<file path="config.mk">
export PLATFORM = sky130hd
export DESIGN_NAME = dntb_top
export DESIGN_NICKNAME = d
export VERILOG_FILES = /design/src/dntb_pkg.sv /design/src/dntb_stream_if.sv /design/src/dntb_top.sv /design/src/dntb_fifo.sv
export SDC_FILE = /design/constraint.sdc
export NUM_CORES = 1
export LEC_CHECK = 0
export ABC_AREA = 1
export BUFFER_PORTS_ARGS = -buffer_cell sky130_fd_sc_hd__buf_2
export CAP_MARGIN = 20
export CORE_MARGIN = 8
export CORE_UTILIZATION = 53
export CTS_CLUSTER_DIAMETER = 200
export DETAILED_ROUTE_END_ITERATION = 7
export GPL_TIMING_DRIVEN = 1
export PLACE_DENSITY = 0.8
export SLEW_MARGIN = 20
export SYNTH_ARGS = -nofsm -noshare
export SYNTH_HDL_FRONTEND = slang
export SYNTH_SLANG_ARGS = --single-unit
</file>
<file path="constraint.sdc">
create_clock -name hclk -period 3.37 [get_ports hclk]
set_clock_uncertainty 0.05 [all_clocks]
set_input_delay 0 -clock hclk [delete_from_list [all_inputs] [get_ports hclk]]
set_output_delay 0 -clock hclk [all_outputs]
set_load 0.01 [all_outputs]
</file>
<file path="src/dntb_pkg.sv">
// constants shared by the data-acquisition backbone
package dntb_pkg;
    // register byte offsets
    localparam logic [7:0] REG_CTRL = 8'h00;
    localparam logic [7:0] REG_STATUS = 8'h04;
    localparam logic [7:0] REG_ACT_IP = 8'h08;
    localparam logic [7:0] REG_NEW_IP = 8'h0C;
    localparam logic [7:0] REG_EVT_CNT = 8'h10;
    // control fields
    localparam int CTRL_SRC_LSB = 0;
    localparam int CTRL_BPM_BIT = 2;
    localparam logic [2:0] CTRL_RST = 3'h0;
    // network defaults
    localparam logic [31:0] DEF_IP = 32'hC0A80A10;
    localparam logic [47:0] DEF_MAC = 48'h020000000001; // arbitrary value
    // timing
    localparam int CLK_NS = 10;
    localparam int PHY_RST_NS = 1000;
    localparam int PHY_RST_CYC = (PHY_RST_NS + CLK_NS - 1) / CLK_NS;
    // event header
    localparam logic [7:0] HDR_MARK = 8'hA5;
    localparam logic [1:0] HDR_LAST = 2'h3;
    localparam int FIFO_W = 8;
    localparam int FIFO_DEPTH = 8;
    typedef enum logic [1:0] {SRC_MEZZ, SRC_NIM, SRC_BP} dntb_src_t;
endpackage : dntb_pkg

</file>
<file path="src/dntb_stream_if.sv">
// valid/ready byte stream between builder, fifo and network engine
`timescale 1ns/1ps
interface dntb_stream_if #(parameter int W = 8);
    logic valid;
    logic ready;
    logic [W-1:0] data;
    modport src (output valid, output data, input ready);
    modport snk (input valid, input data, output ready);
endinterface : dntb_stream_if

</file>
<file path="src/dntb_top.sv">
// data-acquisition backbone: network setup, bus control, trigger, builder
// Summary of operation
// - after reset, release the phy and load mac and ip from eeprom
// - forced default mode ignores eeprom, uses 192.168.10.16 and default mac
// - link runs at 1 gbps only; no fallback to slower rate
// - tcp stream carries one byte per clock; tcp receive left unused
// - udp register access gives a 32 bit address and 8 bit data
// - each udp register access taken while the local bus is idle is answered by an acknowledge; one arriving while busy is dropped
// - new ip goes to eeprom only; active ip changes at next start
// - local bus gets full address and data byte unchanged
// - local bus controller driven by udp port serves all local modules
// - builder collects measurement data, prepends header, sends to tcp
// - receiver block puts trigger tag on builder path per trigger
// - as backplane master, drive receiver trigger and tag onto backplane
// - as backplane slave, pass backplane trigger to trigger manager
// - trigger manager picks source: mezzanine, nim or backplane
// - builder uses accept, clear and tag for header and send decision
// - receiver captures 12 bit event and 8 bit spill numbers
`timescale 1ns/1ps
module dntb_top
    import dntb_pkg::*;
#(
    parameter int PHY_CYC = PHY_RST_CYC
) (
    // clock and reset
    input wire logic hclk,
    input wire logic hresetn,
    // ahb-lite slave
    input wire logic hsel,
    input wire logic [31:0] haddr,
    input wire logic [1:0] htrans,
    input wire logic hwrite,
    input wire logic [2:0] hsize,
    input wire logic [31:0] hwdata,
    input wire logic hready,
    output logic hreadyout,
    output logic hresp,
    output logic [31:0] hrdata,
    // network engine setup
    output logic net_phy_rst_n,
    output logic net_eeprom_rd,
    input wire logic [31:0] net_eeprom_ip,
    input wire logic [47:0] net_eeprom_mac,
    input wire logic net_eeprom_valid,
    input wire logic net_force_default,
    output logic [31:0] net_active_ip,
    output logic [47:0] net_active_mac,
    output logic net_ready,
    output logic net_speed_1g,
    output logic net_autofallback_en,
    output logic net_eeprom_wr,
    output logic [31:0] net_eeprom_wr_ip,
    // udp register access
    input wire logic [31:0] udp_addr,
    input wire logic [7:0] udp_wdata,
    input wire logic udp_we,
    input wire logic udp_re,
    output logic [7:0] udp_rdata,
    output logic udp_ack,
    // local bus
    output logic [31:0] lb_addr,
    output logic [7:0] lb_wdata,
    output logic lb_we,
    output logic lb_re,
    input wire logic [7:0] lb_rdata,
    input wire logic lb_ack,
    // tcp stream
    output logic [7:0] tcp_tx_data,
    output logic tcp_tx_valid,
    input wire logic tcp_tx_ready,
    output logic tcp_rx_ready,
    // receiver mezzanine pins
    input wire logic mz_present,
    input wire logic mz_level1,
    input wire logic mz_second_level_accept,
    input wire logic mz_clear,
    input wire logic [11:0] mz_event_num,
    input wire logic [7:0] mz_spill,
    // nim trigger pin
    input wire logic nim_trig,
    // backplane trigger bus
    input wire logic bp_level1_i,
    input wire logic bp_second_level_accept_i,
    input wire logic bp_clear_i,
    input wire logic [11:0] bp_tag_i,
    output logic bp_level1_o,
    output logic bp_second_level_accept_o,
    output logic bp_clear_o,
    output logic [11:0] bp_tag_o,
    output logic bp_oe,
    // measurement builder bus
    input wire logic [7:0] meas_data,
    input wire logic meas_valid,
    input wire logic meas_last,
    output logic meas_ready
);
    initial begin
        if (PHY_CYC < 1)
            $error("phy reset count must be at least one cycle");
    end

    function automatic logic pick(input dntb_src_t s, input logic a,
                                  input logic b, input logic c);
        case (s)
            SRC_MEZZ: pick = a;
            SRC_NIM: pick = b;
            SRC_BP: pick = c;
            default: pick = 1'b0;
        endcase
    endfunction : pick

    // two-stage synchroniser for every pin input
    localparam int SW = 41;
    logic [SW-1:0] raw, s1_r, s2_r;
    assign raw = {mz_present, mz_level1, mz_second_level_accept, mz_clear, mz_event_num,
                  mz_spill, nim_trig, bp_level1_i, bp_second_level_accept_i, bp_clear_i,
                  bp_tag_i, net_force_default};
    always_ff @(posedge hclk or negedge hresetn) begin
        if (!hresetn) begin
            s1_r <= '0;
            s2_r <= '0;
        end else begin
            s1_r <= raw;
            s2_r <= s1_r;
        end
    end
    logic m_pres, m_l1, m_l2, m_clr, n_l1, b_l1, b_l2, b_clr, force_def;
    logic [11:0] m_evt, b_tag;
    logic [7:0] m_spill;
    assign {m_pres, m_l1, m_l2, m_clr, m_evt, m_spill, n_l1, b_l1, b_l2,
            b_clr, b_tag, force_def} = s2_r;

    // control register
    logic [2:0] ctrl_r;
    dntb_src_t src;
    logic bp_master;
    assign src = dntb_src_t'(ctrl_r[CTRL_SRC_LSB +: 2]);
    assign bp_master = ctrl_r[CTRL_BPM_BIT];

    // network setup
    typedef enum logic [1:0] {NI_RST, NI_LOAD, NI_UP} dntb_ni_t;
    dntb_ni_t ni_r;
    logic [$clog2(PHY_CYC+1)-1:0] ni_cnt_r;
    logic force_seen_r;
    assign net_phy_rst_n = (ni_r != NI_RST);
    assign net_eeprom_rd = (ni_r == NI_LOAD) && !force_def;
    assign net_ready = (ni_r == NI_UP);
    assign net_speed_1g = 1'b1;
    assign net_autofallback_en = 1'b0;
    always_ff @(posedge hclk or negedge hresetn) begin
        if (!hresetn) begin
            ni_r <= NI_RST;
            ni_cnt_r <= '0;
            net_active_ip <= '0;
            net_active_mac <= '0;
            force_seen_r <= 1'b0;
        end else begin
            case (ni_r)
                NI_RST: begin
                    ni_cnt_r <= ni_cnt_r + 1'b1;
                    if (ni_cnt_r == ($bits(ni_cnt_r))'(PHY_CYC - 1))
                        ni_r <= NI_LOAD;
                end
                NI_LOAD: begin
                    force_seen_r <= force_def;
                    if (force_def) begin
                        net_active_ip <= DEF_IP;
                        net_active_mac <= DEF_MAC;
                        ni_r <= NI_UP;
                    end else if (net_eeprom_valid) begin
                        net_active_ip <= net_eeprom_ip;
                        net_active_mac <= net_eeprom_mac;
                        ni_r <= NI_UP;
                    end
                end
                NI_UP: ni_r <= NI_UP;
                default: ni_r <= NI_RST;
            endcase
        end
    end

    // local bus controller fed from udp register access
    logic lb_busy_r;
    always_ff @(posedge hclk or negedge hresetn) begin
        if (!hresetn) begin
            lb_busy_r <= 1'b0;
            lb_addr <= '0;
            lb_wdata <= '0;
            lb_we <= 1'b0;
            lb_re <= 1'b0;
            udp_rdata <= '0;
            udp_ack <= 1'b0;
        end else begin
            lb_we <= 1'b0;
            lb_re <= 1'b0;
            udp_ack <= 1'b0;
            if (!lb_busy_r && (udp_we || udp_re)) begin
                lb_busy_r <= 1'b1;
                lb_addr <= udp_addr;
                lb_wdata <= udp_wdata;
                lb_we <= udp_we;
                lb_re <= udp_re && !udp_we;
            end else if (lb_busy_r && lb_ack) begin
                lb_busy_r <= 1'b0;
                udp_rdata <= lb_rdata;
                udp_ack <= 1'b1;
            end
        end
    end

    // trigger manager
    logic sel_l1, sel_l2, sel_clr, prev_l1_r, prev_l2_r, prev_clr_r;
    logic l1_p, l2_p, clr_p;
    logic [11:0] nim_cnt_r;
    assign sel_l1 = pick(src, m_l1, n_l1, b_l1);
    assign sel_l2 = pick(src, m_l2, n_l1, b_l2);
    assign sel_clr = pick(src, m_clr, 1'b0, b_clr);
    assign l1_p = sel_l1 && !prev_l1_r;
    assign l2_p = sel_l2 && !prev_l2_r;
    assign clr_p = sel_clr && !prev_clr_r;
    always_ff @(posedge hclk or negedge hresetn) begin
        if (!hresetn) begin
            prev_l1_r <= 1'b0;
            prev_l2_r <= 1'b0;
            prev_clr_r <= 1'b0;
            nim_cnt_r <= '0;
        end else begin
            prev_l1_r <= sel_l1;
            prev_l2_r <= sel_l2;
            prev_clr_r <= sel_clr;
            if (src == SRC_NIM && l1_p)
                nim_cnt_r <= nim_cnt_r + 1'b1;
        end
    end

    // backplane interface
    always_ff @(posedge hclk or negedge hresetn) begin
        if (!hresetn) begin
            bp_level1_o <= 1'b0;
            bp_second_level_accept_o <= 1'b0;
            bp_clear_o <= 1'b0;
            bp_tag_o <= '0;
            bp_oe <= 1'b0;
        end else begin
            bp_oe <= bp_master;
            bp_level1_o <= bp_master && m_l1;
            bp_second_level_accept_o <= bp_master && m_l2;
            bp_clear_o <= bp_master && m_clr;
            bp_tag_o <= bp_master ? m_evt : 12'h000;
        end
    end

    // event builder
    typedef enum logic [2:0] {EB_IDLE, EB_WAIT, EB_HDR, EB_DATA,
                              EB_DROP} dntb_eb_t;
    dntb_eb_t eb_r;
    logic [1:0] hdr_idx_r;
    logic [11:0] tag_r;
    logic [7:0] spill_r;
    logic [31:0] evt_cnt_r;
    logic [7:0] push_data;
    logic push_ok;
    dntb_stream_if #(.W(FIFO_W)) fin ();
    dntb_stream_if #(.W(FIFO_W)) fout ();
    always_comb begin
        case (hdr_idx_r)
            2'h0: push_data = HDR_MARK;
            2'h1: push_data = {m_pres, 1'b0, src, tag_r[11:8]};
            2'h2: push_data = tag_r[7:0];
            default: push_data = spill_r;
        endcase
        if (eb_r == EB_DATA)
            push_data = meas_data;
    end
    assign fin.data = push_data;
    assign fin.valid = (eb_r == EB_HDR) || (eb_r == EB_DATA && meas_valid);
    assign push_ok = fin.valid && fin.ready;
    assign meas_ready = (eb_r == EB_DROP) || (eb_r == EB_DATA && fin.ready);
    always_ff @(posedge hclk or negedge hresetn) begin
        if (!hresetn) begin
            eb_r <= EB_IDLE;
            hdr_idx_r <= '0;
            tag_r <= '0;
            spill_r <= '0;
            evt_cnt_r <= '0;
        end else begin
            case (eb_r)
                EB_IDLE: if (l1_p) begin
                    tag_r <= (src == SRC_MEZZ) ? m_evt :
                             (src == SRC_BP) ? b_tag : nim_cnt_r;
                    spill_r <= (src == SRC_MEZZ) ? m_spill : 8'h00;
                    eb_r <= EB_WAIT;
                end
                EB_WAIT: begin
                    hdr_idx_r <= '0;
                    if (clr_p)
                        eb_r <= EB_DROP;
                    else if (l2_p || src == SRC_NIM)
                        eb_r <= EB_HDR;
                end
                EB_HDR: if (push_ok) begin
                    hdr_idx_r <= hdr_idx_r + 1'b1;
                    if (hdr_idx_r == HDR_LAST)
                        eb_r <= EB_DATA;
                end
                EB_DATA: if (push_ok && meas_last) begin
                    eb_r <= EB_IDLE;
                    evt_cnt_r <= evt_cnt_r + 1'b1;
                end
                EB_DROP: if (meas_valid && meas_last)
                    eb_r <= EB_IDLE;
                default: eb_r <= EB_IDLE;
            endcase
        end
    end

    dntb_fifo #(.W(FIFO_W), .DEPTH(FIFO_DEPTH)) u_fifo (
        .clk(hclk),
        .rst_n(hresetn),
        .in_s(fin),
        .out_s(fout)
    );
    assign tcp_tx_data = fout.data;
    assign tcp_tx_valid = fout.valid;
    assign fout.ready = tcp_tx_ready;
    assign tcp_rx_ready = 1'b0;

    // ahb-lite register slave, zero wait state
    logic ap_wr_r;
    logic [7:0] ap_off_r;
    logic ap_take;
    assign ap_take = hsel && hready && htrans[1];
    assign hreadyout = 1'b1;
    assign hresp = 1'b0;
    always_ff @(posedge hclk or negedge hresetn) begin
        if (!hresetn) begin
            ap_wr_r <= 1'b0;
            ap_off_r <= '0;
            hrdata <= '0;
        end else begin
            ap_wr_r <= ap_take && hwrite && haddr[31:8] == 24'h000000;
            ap_off_r <= haddr[7:0];
            if (ap_take && !hwrite) begin
                case ({haddr[31:8] == 24'h000000, haddr[7:0]})
                    {1'b1, REG_CTRL}: hrdata <= {29'h0, ctrl_r};
                    {1'b1, REG_STATUS}: hrdata <= {24'h0, lb_busy_r,
                        1'(eb_r), force_seen_r, net_ready, 4'h0} |
                        {24'h0, 1'b0, 3'(eb_r), 4'h0};
                    {1'b1, REG_ACT_IP}: hrdata <= net_active_ip;
                    {1'b1, REG_NEW_IP}: hrdata <= net_eeprom_wr_ip;
                    {1'b1, REG_EVT_CNT}: hrdata <= evt_cnt_r;
                    default: hrdata <= 32'h00000000;
                endcase
            end
        end
    end
    always_ff @(posedge hclk or negedge hresetn) begin
        if (!hresetn) begin
            ctrl_r <= CTRL_RST;
            net_eeprom_wr <= 1'b0;
            net_eeprom_wr_ip <= '0;
        end else begin
            net_eeprom_wr <= 1'b0;
            if (ap_wr_r && ap_off_r == REG_CTRL)
                ctrl_r <= hwdata[2:0];
            if (ap_wr_r && ap_off_r == REG_NEW_IP) begin
                net_eeprom_wr <= 1'b1;
                net_eeprom_wr_ip <= hwdata;
            end
        end
    end
endmodule : dntb_top

</file>
<file path="src/dntb_fifo.sv">
// small first-in first-out buffer for the event stream
`timescale 1ns/1ps
module dntb_fifo #(
    parameter int W = 8,
    parameter int DEPTH = 8
) (
    // clock and reset
    input wire logic clk,
    input wire logic rst_n,
    // streams
    dntb_stream_if.snk in_s,
    dntb_stream_if.src out_s
);
    localparam int AW = $clog2(DEPTH);
    initial begin
        if (DEPTH < 2 || (1 << AW) != DEPTH || W < 1)
            $error("depth must be a power of two of at least 2");
    end
    logic [W-1:0] mem [DEPTH];
    logic [AW-1:0] wr_r, rd_r;
    logic [AW:0] cnt_r;
    logic push, pop;
    assign in_s.ready = (cnt_r != (AW+1)'(DEPTH));
    assign out_s.valid = (cnt_r != '0);
    assign out_s.data = mem[rd_r];
    assign push = in_s.valid && in_s.ready;
    assign pop = out_s.valid && out_s.ready;
    always_ff @(posedge clk) begin
        if (push)
            mem[wr_r] <= in_s.data;
    end
    always_ff @(posedge clk or negedge rst_n) begin
        if (!rst_n) begin
            wr_r <= '0;
            rd_r <= '0;
            cnt_r <= '0;
        end else begin
            if (push)
                wr_r <= wr_r + 1'b1;
            if (pop)
                rd_r <= rd_r + 1'b1;
            if (push && !pop)
                cnt_r <= cnt_r + 1'b1;
            else if (pop && !push)
                cnt_r <= cnt_r - 1'b1;
        end
    end
endmodule : dntb_fifo

</file>
Word level (Yosys, flattened, before mapping). Memory sizes are Yosys's and may differ from the RTL's. Index checks and enable logic that the tools add are counted.

Bits in registers: 399. Memories kept: 1. Word-level logic and storage cells: 172. Bits in writable memories: 64.

Bitwise logic cells: 2. Reduce and logical (&&, ||, !) cells: 58. Mux-type cells: 39. $add $sub $neg: 8. Equality and inequality tests: 27.

Memory list: u_fifo.mem (depth 8, bits a word 8, read ports 1, clocked after memory_dff 0, write ports 1, line dntb_fifo.sv:19) `logic [W-1:0] mem [DEPTH];`.

Operator list (number): $pmux W32 S5 (1); $mux W48 (2); $mux W32 (2); $eq A9 B9 Y1 const B (5); $mux W12 (3); $add A32 B1 Y32 const B (1); $logic_and A1 B1 Y1 (26); $logic_not A24 Y1 (1); $pmux W8 S3 (1); $mux W3 (7); $mux W8 (2); $pmux W3 S5 (1); $add A12 B1 Y12 const B (1); $reduce_and A2 Y1 (6); $reduce_bool A2 Y1 (5); $logic_not A1 Y1 (9); $mux W1 (9); $eq A2 B2 Y1 const B (4); $eq A8 B4 Y1 const B (1); $logic_not A8 Y1 (1); $mux W2 (4); $mux W4 (2); $or A8 B7 Y8 (1); $add A7 B1 Y7 const B (1); other kinds (23) (38).

Logic depth before layout (Yosys ltp). Gate-level depths: netlist of the first run.

Depth in word-level cells: 8. Gate-level depth with buffers: 14. Depth with buffers taken out: 14.

By module. From an unflattened synthesis of the first run, not the netlist that was laid out.

Cell total of the unflattened synthesis: 1895. Area, all modules: 19123.3 um^2.

By module, submodules not included: dntb_top (sequential area each 9734.3 um^2, times used 1, cells each 1540, area an instance 15742.6 um^2); dntb_fifo (sequential area each 2172.1 um^2, times used 1, cells each 355, area an instance 3380.7 um^2).

Least setup slack after synthesis of the first run. OpenSTA, ideal clock, no wires.

Path kind: reg2reg. Start point: reg eb_r[0]. End point: reg u_fifo.cnt_r[3]. Clock period less this slack: 2336 ps. Cell stages (with the launch flop): 15. Arrival time: 2161 ps. Setup slack: 1034 ps. Buffers on the path: 0. Library setup time: 125 ps. Cell sequence: dfrtp_1 nor2_1 nand2_1 o21ai_1 nand2_1 inv_1 ha_1 inv_1 ha_1 a21o_1 a21oi_1 nand2_1 nand2_1 nor2_1 xor2_1.

Cells in the longest elaborated chain, start to end: 7. Elaborated cells on any way between the ends: 10.

RTL lines: start: declaration (line dntb_top.sv:256) `dntb_eb_t eb_r;`; start signal: assignment (line dntb_top.sv:281) `eb_r <= EB_IDLE;`; start signal: assignment (line dntb_top.sv:292) `eb_r <= EB_WAIT;`; start signal: assignment (line dntb_top.sv:297) `eb_r <= EB_DROP;`; $eq A3 B2 Y1 (line dntb_top.sv:276) `assign fin.valid = (eb_r == EB_HDR) || (eb_r == EB_DATA && meas_valid);`; $logic_and A1 B1 Y1 (line dntb_top.sv:276); $logic_or A1 B1 Y1 * (line dntb_top.sv:276); $logic_and A1 B1 Y1 *; named net push_ok (line dntb_top.sv:262) `logic push_ok;`; $logic_not A1 Y1 (line dntb_fifo.sv:44) `else if (pop && !push)`; $logic_and A1 B1 Y1 (line dntb_fifo.sv:44); $reduce_bool A2 Y1 (no source line); end signal: assignment (line dntb_fifo.sv:43) `cnt_r <= cnt_r + 1'b1;`; end signal: assignment (line dntb_fifo.sv:45) `cnt_r <= cnt_r - 1'b1;`; end: declaration (line dntb_fifo.sv:21) `logic [AW:0] cnt_r;`.

The timed path passes the listed nets; every way through them passes the cells marked *. A chain may end at the register's enable or synchronous reset.

Worst setup path in the final report of the first run.
Start point: reg ni_r[1]. End point: reg net_active_mac[11].

Cells in the longest elaborated chain, start to end: 2.

RTL lines: start: declaration (line dntb_top.sv:142) `dntb_ni_t ni_r;`; start signal: assignment (line dntb_top.sv:152) `ni_r <= NI_RST;`; start signal: assignment (line dntb_top.sv:162) `ni_r <= NI_LOAD;`; start signal: assignment (line dntb_top.sv:169) `ni_r <= NI_UP;`; $eq A2 B1 Y1 (line dntb_top.sv:158) `case (ni_r)`; $reduce_and A2 Y1 (no source line); end signal: assignment (line dntb_top.sv:172) `net_active_mac <= net_eeprom_mac;`; end: declaration (line dntb_top.sv:47) `output logic [47:0] net_active_mac,`.

Every way passes these cells.

==> results of run 1 <==
[worst min-delay path by stage]
stage                          from     endpoint  slack [ns]
floorplan                   hresetn  ap_off_r[0]       -0.35
global placement    mz_event_num[2]     s1_r[27]        0.06
detailed placement  mz_event_num[3]     s1_r[28]        0.06
CTS                     bp_tag_i[2]      s1_r[3]       0.002
global route        mz_event_num[4]     s1_r[29]        0.01
finish                      hresetn     s2_r[13]       0.009
[power by group through the flow]
stage | registers (mW) | clock network, mW | logic, mW
floorplan | 6.80 | 0 | 1.52
global placement | 6.75 | 0 | 2.61
detailed placement | 6.78 | 0 | 2.75
CTS | 6.69 | 5.39 | 3.02
global route | 6.78 | 5.68 | 3.36
finish | 6.74 | 5.42 | 3.08
[metrics by stage]
step	worst slack, ns	std cells	power [mW]	util [%]	cell area, µm²
final	0.659	3006	15.2	73.8	25400
after global routing	0.385	3004	15.8	73.8	25400
after CTS	0.683	2988	15.1	73.7	25400
after detailed placement	0.707	2666	9.53	62.2	21400
after global placement	0.813	2665	9.36	62.1	21400
after floorplan	1.03	1786	8.32	-	18500
[state kept, by name, summed over array words and instances, names as in the netlist, 4 cells and up]
register / cells
s2_r: 41
udp_rdata: 8
bp_tag_o: 12
u_fifo.cnt_r: 4
evt_cnt_r: 32
net_active_ip: 32
spill_r: 8
hrdata: 32
lb_addr: 32
u_fifo.mem: 64
net_active_mac: 48
net_eeprom_wr_ip: 32
ni_cnt_r: 7
lb_wdata: 8
ap_off_r: 8
s1_r: 41
tag_r: 12
nim_cnt_r: 12
[cell usage after synthesis (8+ instances only)]
| master | instances | area, µm² |
|---|---|---|
| sky130_fd_sc_hd__nand3_1 | 91 | 455 |
| sky130_fd_sc_hd__edfxtp_1 | 64 | 1920 |
| sky130_fd_sc_hd__o21ai_0 | 88 | 440 |
| sky130_fd_sc_hd__nand2_1 | 493 | 1850 |
| sky130_fd_sc_hd__xnor2_1 | 9 | 78.8 |
| sky130_fd_sc_hd__o22a_1 | 10 | 87.6 |
| sky130_fd_sc_hd__nor2_1 | 144 | 541 |
| sky130_fd_sc_hd__nand4_1 | 18 | 113 |
| sky130_fd_sc_hd__o211ai_1 | 11 | 82.6 |
| sky130_fd_sc_hd__xor2_1 | 36 | 315 |
| sky130_fd_sc_hd__dfrtp_1 | 399 | 9980 |
| sky130_fd_sc_hd__buf_2 | 13 | 65.1 |
| sky130_fd_sc_hd__nor3_1 | 19 | 95.1 |
| sky130_fd_sc_hd__inv_1 | 128 | 480 |
| sky130_fd_sc_hd__clkbuf_1 | 51 | 191 |
| sky130_fd_sc_hd__a22o_1 | 70 | 613 |
| sky130_fd_sc_hd__o22ai_1 | 12 | 75.1 |
| sky130_fd_sc_hd__a31oi_1 | 8 | 50.1 |
| sky130_fd_sc_hd__a21oi_1 | 17 | 85.1 |
| sky130_fd_sc_hd__mux2_2 | 40 | 450 |
| sky130_fd_sc_hd__ha_1 | 16 | 200 |
[routing by layer]
layer,up-vias,global-route usage [%],part of all wire [%]
met5,-,0,0
met4,0,21.8,7.3
met3,306,6.30,8.0
met2,1042,54.6,51
met1,8186,34.9,34
li1,7300,-,-
[repair_timing]
| item | 4_1_cts | 5_1_grt |
|---|---|---|
| setup endpoints to repair | 0 | 0 |
| hold buffers | 239 | 0 |
| endpoints found under the hold margin | 395 | 0 |
| resized for setup | 0 | 0 |
[worst max-delay path, delay by kind of cell (launching register included)]
kind                       cells  cell delay [ns]
AOI/OAI and AO/OA              1             0.31
DFF                            1             0.40
and+or+nand+nor                2             0.67
buffers and inverters          4             0.96
adders and majority gates      1             0.20
[layout make-up]
type | count | area [µm²] | share of cell area, %
sequential | 463 | 11900 | 46.8
clock buffer | 59 | 1300 | 5.13
multi-input combinational | 1119 | 5830 | 22.9
antenna | 18 | 45.0 | 0.177
clock inverter | 24 | 270 | 1.06
inverter | 132 | 495 | 1.95
timing repair buffer | 736 | 5010 | 19.7
tap | 455 | 569 | 2.24
[cell families after synthesis]
kind of cell	Yosys count	synth area share, %
AOI/OAI and AO/OA	223	8.01
xor gates and xnor gates	45	2.13
adders and majority gates	17	1.19
buffers and inverters	204	4.37
DFF	463	64.3
muxes	40	2.43
other	2	0.0406
and+or+nand+nor	789	17.5
[placed cells by master, fill, tap and decap left out, types with 8 or more instances in the layout]
master and n:
sky130_fd_sc_hd__dlygate4sd3_1 239, sky130_fd_sc_hd__a31oi_1 8, sky130_fd_sc_hd__ha_1 16, sky130_fd_sc_hd__a22o_1 70
sky130_fd_sc_hd__nand2_1 492, sky130_fd_sc_hd__buf_4 14, sky130_fd_sc_hd__nand4_1 18, sky130_fd_sc_hd__nor3_1 19
sky130_fd_sc_hd__o211ai_1 11, sky130_fd_sc_hd__buf_2 477, sky130_fd_sc_hd__inv_1 127, sky130_fd_sc_hd__clkbuf_16 49
sky130_fd_sc_hd__edfxtp_1 64, sky130_fd_sc_hd__o22ai_1 12, sky130_fd_sc_hd__xnor2_1 9, sky130_fd_sc_hd__xor2_1 36
sky130_fd_sc_hd__o22a_1 10, sky130_fd_sc_hd__mux2_2 40, sky130_fd_sc_hd__dfrtp_1 399, sky130_fd_sc_hd__clkinv_2 9
sky130_fd_sc_hd__a21oi_1 17, sky130_fd_sc_hd__diode_2 18, sky130_fd_sc_hd__o21ai_0 88, sky130_fd_sc_hd__nand3_1 91
sky130_fd_sc_hd__nor2_1 142
==> metrics.log, run 1 <==
[metrics] CTS root buf: sky130_fd_sc_hd__clkbuf_16
[metrics] Sw Share: 29.9%
[metrics] portion of the post-synthesis area used by sequential elements: 64.3%
[metrics] setup repair after global routing missed its margin: false
[metrics] total via count in the routed design: 16,800
[metrics] internal power of the cells: 10.7 mW
[metrics] switching pwr: 4.56 mW
[metrics] initial core utilization: 53.7%
[metrics] total setup buffers inserted after CTS: 0
[metrics] number of distinct library cell variants in the gate-level netlist after synthesis: 41
[metrics] number of buffer cells added on primary ports: 478
[metrics] Worst-path clk slew: 0.07 ns
[metrics] Final Critical Period: 2.71 ns
[metrics] startpoint class of the critical path: register
[metrics] peak clock frequency supported by timing: 0.369 GHz
[metrics] post-synthesis sequential element count: 463
[metrics] slew of the pin with the lowest slew margin: 1.10 ns
[metrics] capture point of the worst reg-to-reg path: net_active_mac[11]
[metrics] largest vdd supply drop: 659 µV
[metrics] die outline width: 203 µm
[metrics] total CTS buffers: 47
[metrics] worst-skew pair later-pin latency: 0.58 ns
[metrics] normalized max-slew margin: 26.2%
[metrics] part of the power in combinational logic: 20.2%
[metrics] Mapped Area: 18,500 µm²
[metrics] initial antenna violation count: 15
[metrics] global-route wire length before repair: 102 mm
[metrics] number of flops mapped to enable cells by yosys: 64
[metrics] critical path type: reg -> reg
[metrics] DRT Pass-1 Iters: 6
[metrics] endpoints failing setup: 0
[metrics] end point of the critical path: net_active_mac[11]
[metrics] pin count of the biggest net entering global routing: 111
[metrics] slack of the worst reg-to-reg path: 0.66 ns
[metrics] Final Hold Violating Endpoints: 0
[metrics] cell with the largest stage delay on the worst path: sky130_fd_sc_hd__buf_4
[metrics] final sum of negative setup slack: 0 ns
[metrics] total overflow reported by the global router: 0
[metrics] run status: complete, no violations
[metrics] number of clock sinks: 463
[metrics] power density normalized to cell area: 599 nW/µm²
[metrics] overall die height: 203 µm
[metrics] MaxCap Viol Count: 0
[metrics] area enclosed by the die boundary: 41,200 µm²
[metrics] detail-routed via count per cell: 5.60
[metrics] RePlAce Congestion: 0.938
[metrics] filler instances: 2,145
[metrics] start point of the critical path: ni_r[1]
[metrics] fraction of final layout cells sized beyond drive strength 1: 24.9%
[metrics] Detail Route Antenna Nets: 0
[metrics] row count: 68
[metrics] gate count after technology mapping: 1,783
[metrics] leakage power summed over all cells: 12.4 nW
[metrics] top-level port count: 488
[metrics] async set-or-reset flop fraction in the synthesized netlist: 86.2%
[metrics] data arrival time of the critical path: 3.15 ns
[metrics] count of routing violations after the opening detailed-route iteration: 1,676
[metrics] depth of the CTS H-tree: 2
[metrics] growth of design area from synthesis to finish: 37.4%
[metrics] core area: 34,500 µm²
[metrics] Hold WC Path Type: in -> async
[metrics] average wire length per cell after detail routing: 22.5 µm
[metrics] count of pins over their slew limit: 0
[metrics] worst hold margin: 0.00853 ns
[metrics] CP max stage delay: 0.62 ns
[metrics] critical register-to-register path startpoint: ni_r[1]
[metrics] cell-by-cell listing of the critical path: inv_1 > ha_1 > inv_1 > nor2_1 > nand2_1 > inv_2 > buf_4 > a22o_1
[metrics] Yosys warning total: 0
[metrics] Avg Cell Area, Syn: 10.4 µm²
[metrics] most frequent cell on the critical path: sky130_fd_sc_hd__inv_1
[metrics] critical path peak fanout: 70
[metrics] Primary FF master, synth: sky130_fd_sc_hd__dfrtp_1
[metrics] final wirelength: 67.5 mm
[metrics] Critical Path Sink Type: register
[metrics] DRC violations left: 0
[metrics] proportion of power drawn by the clock network: 35.6%
[metrics] overall routing resource usage: 31.6%
[metrics] Crit path required time: 3.81 ns
[metrics] vias in the first global route: 17,700
[metrics] maximum clock insertion buffer count: 3
[metrics] Flop pwr share: 44.2%
[metrics] Final Cycle Share: 80.4%
[metrics] layout net count: 2,774
[metrics] path depth of the worst reg2reg path: 8
[metrics] dpl hpwl: 41.3 mm
[metrics] TritonCTS clock tree: yes
Note: power is estimated with default switching activity, not from simulation.
==> run 2, diff against run 1 <==
--- a/config.mk
+++ b/config.mk
@@ -5,15 +5,15 @@
 export SDC_FILE = /design/constraint.sdc
 export NUM_CORES = 1
 export LEC_CHECK = 0
-export ABC_AREA = 1
+export ABC_AREA = 0
 export BUFFER_PORTS_ARGS = -buffer_cell sky130_fd_sc_hd__buf_2
 export CAP_MARGIN = 20
 export CORE_MARGIN = 8
-export CORE_UTILIZATION = 53
+export CORE_UTILIZATION = 47
 export CTS_CLUSTER_DIAMETER = 200
 export DETAILED_ROUTE_END_ITERATION = 7
 export GPL_TIMING_DRIVEN = 1
-export PLACE_DENSITY = 0.8
+export PLACE_DENSITY = 0.75
 export SLEW_MARGIN = 20
 export SYNTH_ARGS = -nofsm -noshare
 export SYNTH_HDL_FRONTEND = slang
==> constraint.sdc (replaced) <==
create_clock -name hclk -period 2.3 [get_ports hclk]
set_clock_uncertainty 0.05 [all_clocks]
set_input_delay 0 -clock hclk [delete_from_list [all_inputs] [get_ports hclk]]
set_output_delay 0 -clock hclk [all_outputs]
set_load 0.01 [all_outputs]
==> run 2 against run 1 <==
The run now ends with setup timing left. Non-clock buffer count rose by 29. Die area rose by 9.7%. Worst setup slack got worse by 0.70 ns. Largest power group unchanged. Wire length fell by 9.1%. Core utilization fell by 7.2 points. Count of clock-buffer cells in the layout rose by 9. Maximum frequency rose by 16%. Critical path type unchanged. Synthesized area fell by 2.0%. Sequential share of layout area fell by 0.24 points.
==> metrics.log, run 2 <==
[metrics] final total power: 23.0 mW (was 15.2 mW)
[metrics] fraction of post-synthesis cell area in the top cell type by area: 55.0% (was 53.9%)
[metrics] initial antenna violation count: 11 (was 15)
[metrics] normalized max-slew margin: 46.8% (was 26.2%)
[metrics] number of flip-flops under the largest register name: 64 (unchanged)
[metrics] violated checks: setup timing
[metrics] MaxCap Viol Count: 0 (unchanged)
[metrics] leakage power summed over all cells: 12.2 nW (was 12.4 nW)
[metrics] post-synthesis sequential element count: 463 (unchanged)
[metrics] portion of the post-synthesis area used by sequential elements: 65.6% (was 64.3%)
[metrics] TritonCTS clock tree: yes (unchanged)
[metrics] Mapped Area: 18,100 µm² (was 18,500 µm²)
[metrics] Worst-path clk slew: 0.06 ns (was 0.07 ns)
[metrics] total via count in the routed design: 13,900 (was 16,800)
[metrics] Final Cycle Share: 102% (was 80.4%)
[metrics] Cell Area, Placed: 21,400 µm² (about the same)
[metrics] average wire length per cell after detail routing: 23.7 µm (was 22.5 µm)
[metrics] vias in the first global route: 15,200 (was 17,700)
[metrics] critical path type: reg -> reg (unchanged)
[metrics] most repeated cell in the gate-level netlist after synthesis: sky130_fd_sc_hd__dfrtp_1 (was sky130_fd_sc_hd__nand2_1)
[metrics] ranking of synthesized cells by instance count: 399 x sky130_fd_sc_hd__dfrtp_1, 116 x sky130_fd_sc_hd__mux2_2, 83 x sky130_fd_sc_hd__nand2_1 (was 493 x sky130_fd_sc_hd__nand2_1, 399 x sky130_fd_sc_hd__dfrtp_1, 144 x sky130_fd_sc_hd__nor2_1)
[metrics] run status: finished with violations (was complete, no violations)
[metrics] Crit path required time: 2.72 ns (was 3.81 ns)
[metrics] count of pins over their slew limit: 0 (unchanged)
[metrics] critical path peak fanout: 3 (was 70)
[metrics] number of flops mapped to enable cells by yosys: 64 (unchanged)
[metrics] peak clock frequency supported by timing: 0.426 GHz (was 0.369 GHz)
[metrics] overall routing resource usage: 26.8% (was 31.6%)
[metrics] setup repair after global routing missed its margin: true (was false)
[metrics] worst-skew pair later-pin latency: 0.55 ns (was 0.58 ns)
[metrics] maximum clock insertion buffer count: 3 (unchanged)
[metrics] depth of the CTS H-tree: 2 (unchanged)
[metrics] growth of design area from synthesis to finish: 40.9% (was 37.4%)
[metrics] Area contributors post-synth: sky130_fd_sc_hd__dfrtp_1 55%, sky130_fd_sc_hd__edfxtp_1 11%, sky130_fd_sc_hd__mux2_2 7.2% (was sky130_fd_sc_hd__dfrtp_1 54%, sky130_fd_sc_hd__edfxtp_1 10%, sky130_fd_sc_hd__nand2_1 10%)
[metrics] most used cells in the layout excluding fill and tap cells: 477 x sky130_fd_sc_hd__buf_2, 398 x sky130_fd_sc_hd__dfrtp_1, 237 x sky130_fd_sc_hd__dlygate4sd3_1, 115 x sky130_fd_sc_hd__mux2_2, 82 x sky130_fd_sc_hd__nand2_1 (was 492 x sky130_fd_sc_hd__nand2_1, 477 x sky130_fd_sc_hd__buf_2, 399 x sky130_fd_sc_hd__dfrtp_1, 239 x sky130_fd_sc_hd__dlygate4sd3_1, 142 x sky130_fd_sc_hd__nor2_1)
[metrics] total CTS buffers: 47 (unchanged)
[metrics] CTS root buf: sky130_fd_sc_hd__clkbuf_16 (unchanged)
[metrics] final wirelength: 61.4 mm (was 67.5 mm)
[metrics] dpl hpwl: 42.7 mm (was 41.3 mm)
[metrics] startpoint class of the critical path: register (unchanged)
[metrics] DRC violations left: 0 (unchanged)
[metrics] die outline width: 213 µm (was 203 µm)
[metrics] final std cell area, no fill: 25,600 µm² (was 25,400 µm²)
[metrics] global-route wire length before repair: 91.6 mm (was 102 mm)
[metrics] worst slack, placed: -0.0229 ns (was 0.707 ns)
[metrics] row count: 72 (was 68)
[metrics] most common cell after layout, fill and taps aside: sky130_fd_sc_hd__buf_2 (was sky130_fd_sc_hd__nand2_1)
[metrics] power density normalized to cell area: 901 nW/µm² (was 599 nW/µm²)
[metrics] endpoints failing setup: 2 (was 0)
[metrics] fraction of final layout cells sized beyond drive strength 1: 37.2% (was 24.9%)
[metrics] Final Hold Violating Endpoints: 0 (unchanged)
[metrics] number of clock sinks: 463 (unchanged)
[metrics] Final Instance Count excl. Fillers: 2,591 (was 3,006)
[metrics] layout net count: 2,305 (was 2,774)
[metrics] crit path setup slack, layout: -0.0451 ns (was 0.659 ns)
[metrics] count of routing violations after the opening detailed-route iteration: 1,119 (was 1,676)
[metrics] Final Critical Period: 2.35 ns (was 2.71 ns)
[metrics] gate count after technology mapping: 1,283 (was 1,783)
[metrics] total overflow reported by the global router: 0 (unchanged)
[metrics] slew of the pin with the lowest slew margin: 0.796 ns (was 1.10 ns)
[metrics] placed cell count: 2,256 (was 2,666)
[metrics] Biggest register: u_fifo.mem (unchanged)
[metrics] pin count of the biggest net entering global routing: 67 (was 111)
[metrics] detail-routed via count per cell: 5.38 (was 5.60)
[metrics] async set-or-reset flop fraction in the synthesized netlist: 86.2% (unchanged)
[metrics] leading registers by flop count: u_fifo.mem (64), net_active_mac (48) (unchanged)
[metrics] data arrival time of the critical path: 2.77 ns (was 3.15 ns)
[metrics] Primary FF master, synth: sky130_fd_sc_hd__dfrtp_1 (unchanged)
[metrics] Critical Path Sink Type: register (unchanged)
[metrics] largest vdd supply drop: 518 µV (was 659 µV)
[metrics] Yosys warning total: 0 (unchanged)
[metrics] area enclosed by the die boundary: 45,200 µm² (was 41,200 µm²)
[metrics] overall die height: 213 µm (was 203 µm)
[metrics] top-level port count: 488 (unchanged)
[metrics] share of the core filled with cells in the final layout: 66.6% (was 73.8%)
[metrics] number of buffer cells added on primary ports: 478 (unchanged)
[metrics] DRT Pass-1 Iters: 5 (was 6)
[metrics] Avg Cell Area, Syn: 14.1 µm² (was 10.4 µm²)
[metrics] core area: 38,400 µm² (was 34,500 µm²)
[metrics] RePlAce Congestion: 0.880 (was 0.938)
[metrics] Detail Route Antenna Nets: 0 (unchanged)
[metrics] Hold WC Path Type: in -> reg (was in -> async)
[metrics] number of distinct library cell variants in the gate-level netlist after synthesis: 62 (was 41)
[metrics] leading area contributor after synthesis: sky130_fd_sc_hd__dfrtp_1 (unchanged)
[metrics] initial core utilization: 47.3% (was 53.7%)
## run 2: cell types whose count changed after synthesis, moves of 22 or more
cell / change
sky130_fd_sc_hd__xor2_1: -27
sky130_fd_sc_hd__o21ai_0: -63
sky130_fd_sc_hd__mux2_2: +76
sky130_fd_sc_hd__mux2i_1: +56
sky130_fd_sc_hd__o221ai_1: +22
sky130_fd_sc_hd__nand2_1: -410
sky130_fd_sc_hd__nand3_1: -72
sky130_fd_sc_hd__xnor2_1: +37
sky130_fd_sc_hd__inv_1: -82
sky130_fd_sc_hd__nor2_1: -109
## run 2: path summary, 6_finish.rpt
kind                       depth (start not counted)  slack (ns)            start              end
max                                                9       -0.05  u_fifo.cnt_r[0]  u_fifo.cnt_r[3]
min reg2reg                                        0        0.29         s1_r[38]         s2_r[38]
min in group asynchronous                          3        0.43          hresetn    evt_cnt_r[13]
max reg2reg                                        9       -0.05  u_fifo.cnt_r[0]  u_fifo.cnt_r[3]
min                                                5        0.04        haddr[13]        hrdata[3]
max in group asynchronous                          4        0.98          hresetn          s1_r[2]
## run 2: area by class of cell
| type | count | area [µm²] |
|---|---|---|
| inverter | 46 | 175 |
| antenna | 7 | 17.5 |
| timing repair buffer | 765 | 5290 |
| fill | 2755 | 12800 |
| clock inverter | 17 | 248 |
| sequential | 463 | 11900 |
| tap | 518 | 648 |
| clock buffer | 68 | 1380 |
| multi-input combinational | 707 | 5890 |
## run 2: worst max-delay path: stages, from the launching register on
cell and delay, ns:
sky130_fd_sc_hd__dfrtp_1 0.42, sky130_fd_sc_hd__or4b_4 0.54, sky130_fd_sc_hd__o2111a_2 0.17, sky130_fd_sc_hd__ha_4 0.17, sky130_fd_sc_hd__inv_4 0.07, sky130_fd_sc_hd__ha_4 0.19
sky130_fd_sc_hd__a21o_1 0.16, sky130_fd_sc_hd__a21oi_2 0.14, sky130_fd_sc_hd__mux2i_1 0.22, sky130_fd_sc_hd__xnor2_1 0.14
## run 2: power by group
| group | leakage [nW] | total [mW] | switching (mW) | internal, mW |
|---|---|---|---|---|
| registers | 5.65 | 10.1 | 0.668 | 9.48 |
| logic | 5.73 | 4.90 | 2.44 | 2.45 |
| clock network | 0.804 | 7.99 | 3.14 | 4.85 |
## run 2: timing repair
item	in CTS	in global routing
pin swaps	2	0
buffers inserted	4	1
hold buffers	238	0
setup endpoints to repair	8	31
resized for setup	6	9
hold endpoints to repair	701	0
## run 2: cells by family after synthesis
logic type | count (synthesis) | share of synthesized area [%]
other cells | 2 | 0.0414
xor+xnor | 55 | 2.65
flops | 463 | 65.6
mux | 190 | 12.4
simple gates | 260 | 7.73
buf+inv | 116 | 2.63
fa+ha+maj | 17 | 1.21
compound gates | 180 | 7.73
## run 2: metrics by stage
step	hold slack, ns	TNS [ns]
final	0.0361	-0.0748
after global routing	0.0269	-0.177
after CTS	0.00257	-0.0208
after detailed placement	-0.0427	-0.0229
after global placement	-0.0524	0
after floorplan	-0.346	-0.0443
## run 2: per-layer routing
metal,vias up,GRT usage [%],part of all wire (%)
li1,6139,-,-
met1,6979,32.0,37
met2,623,45.1,50
met3,198,6.80,7.1
met4,8,12.5,5.1
met5,-,0,0.075
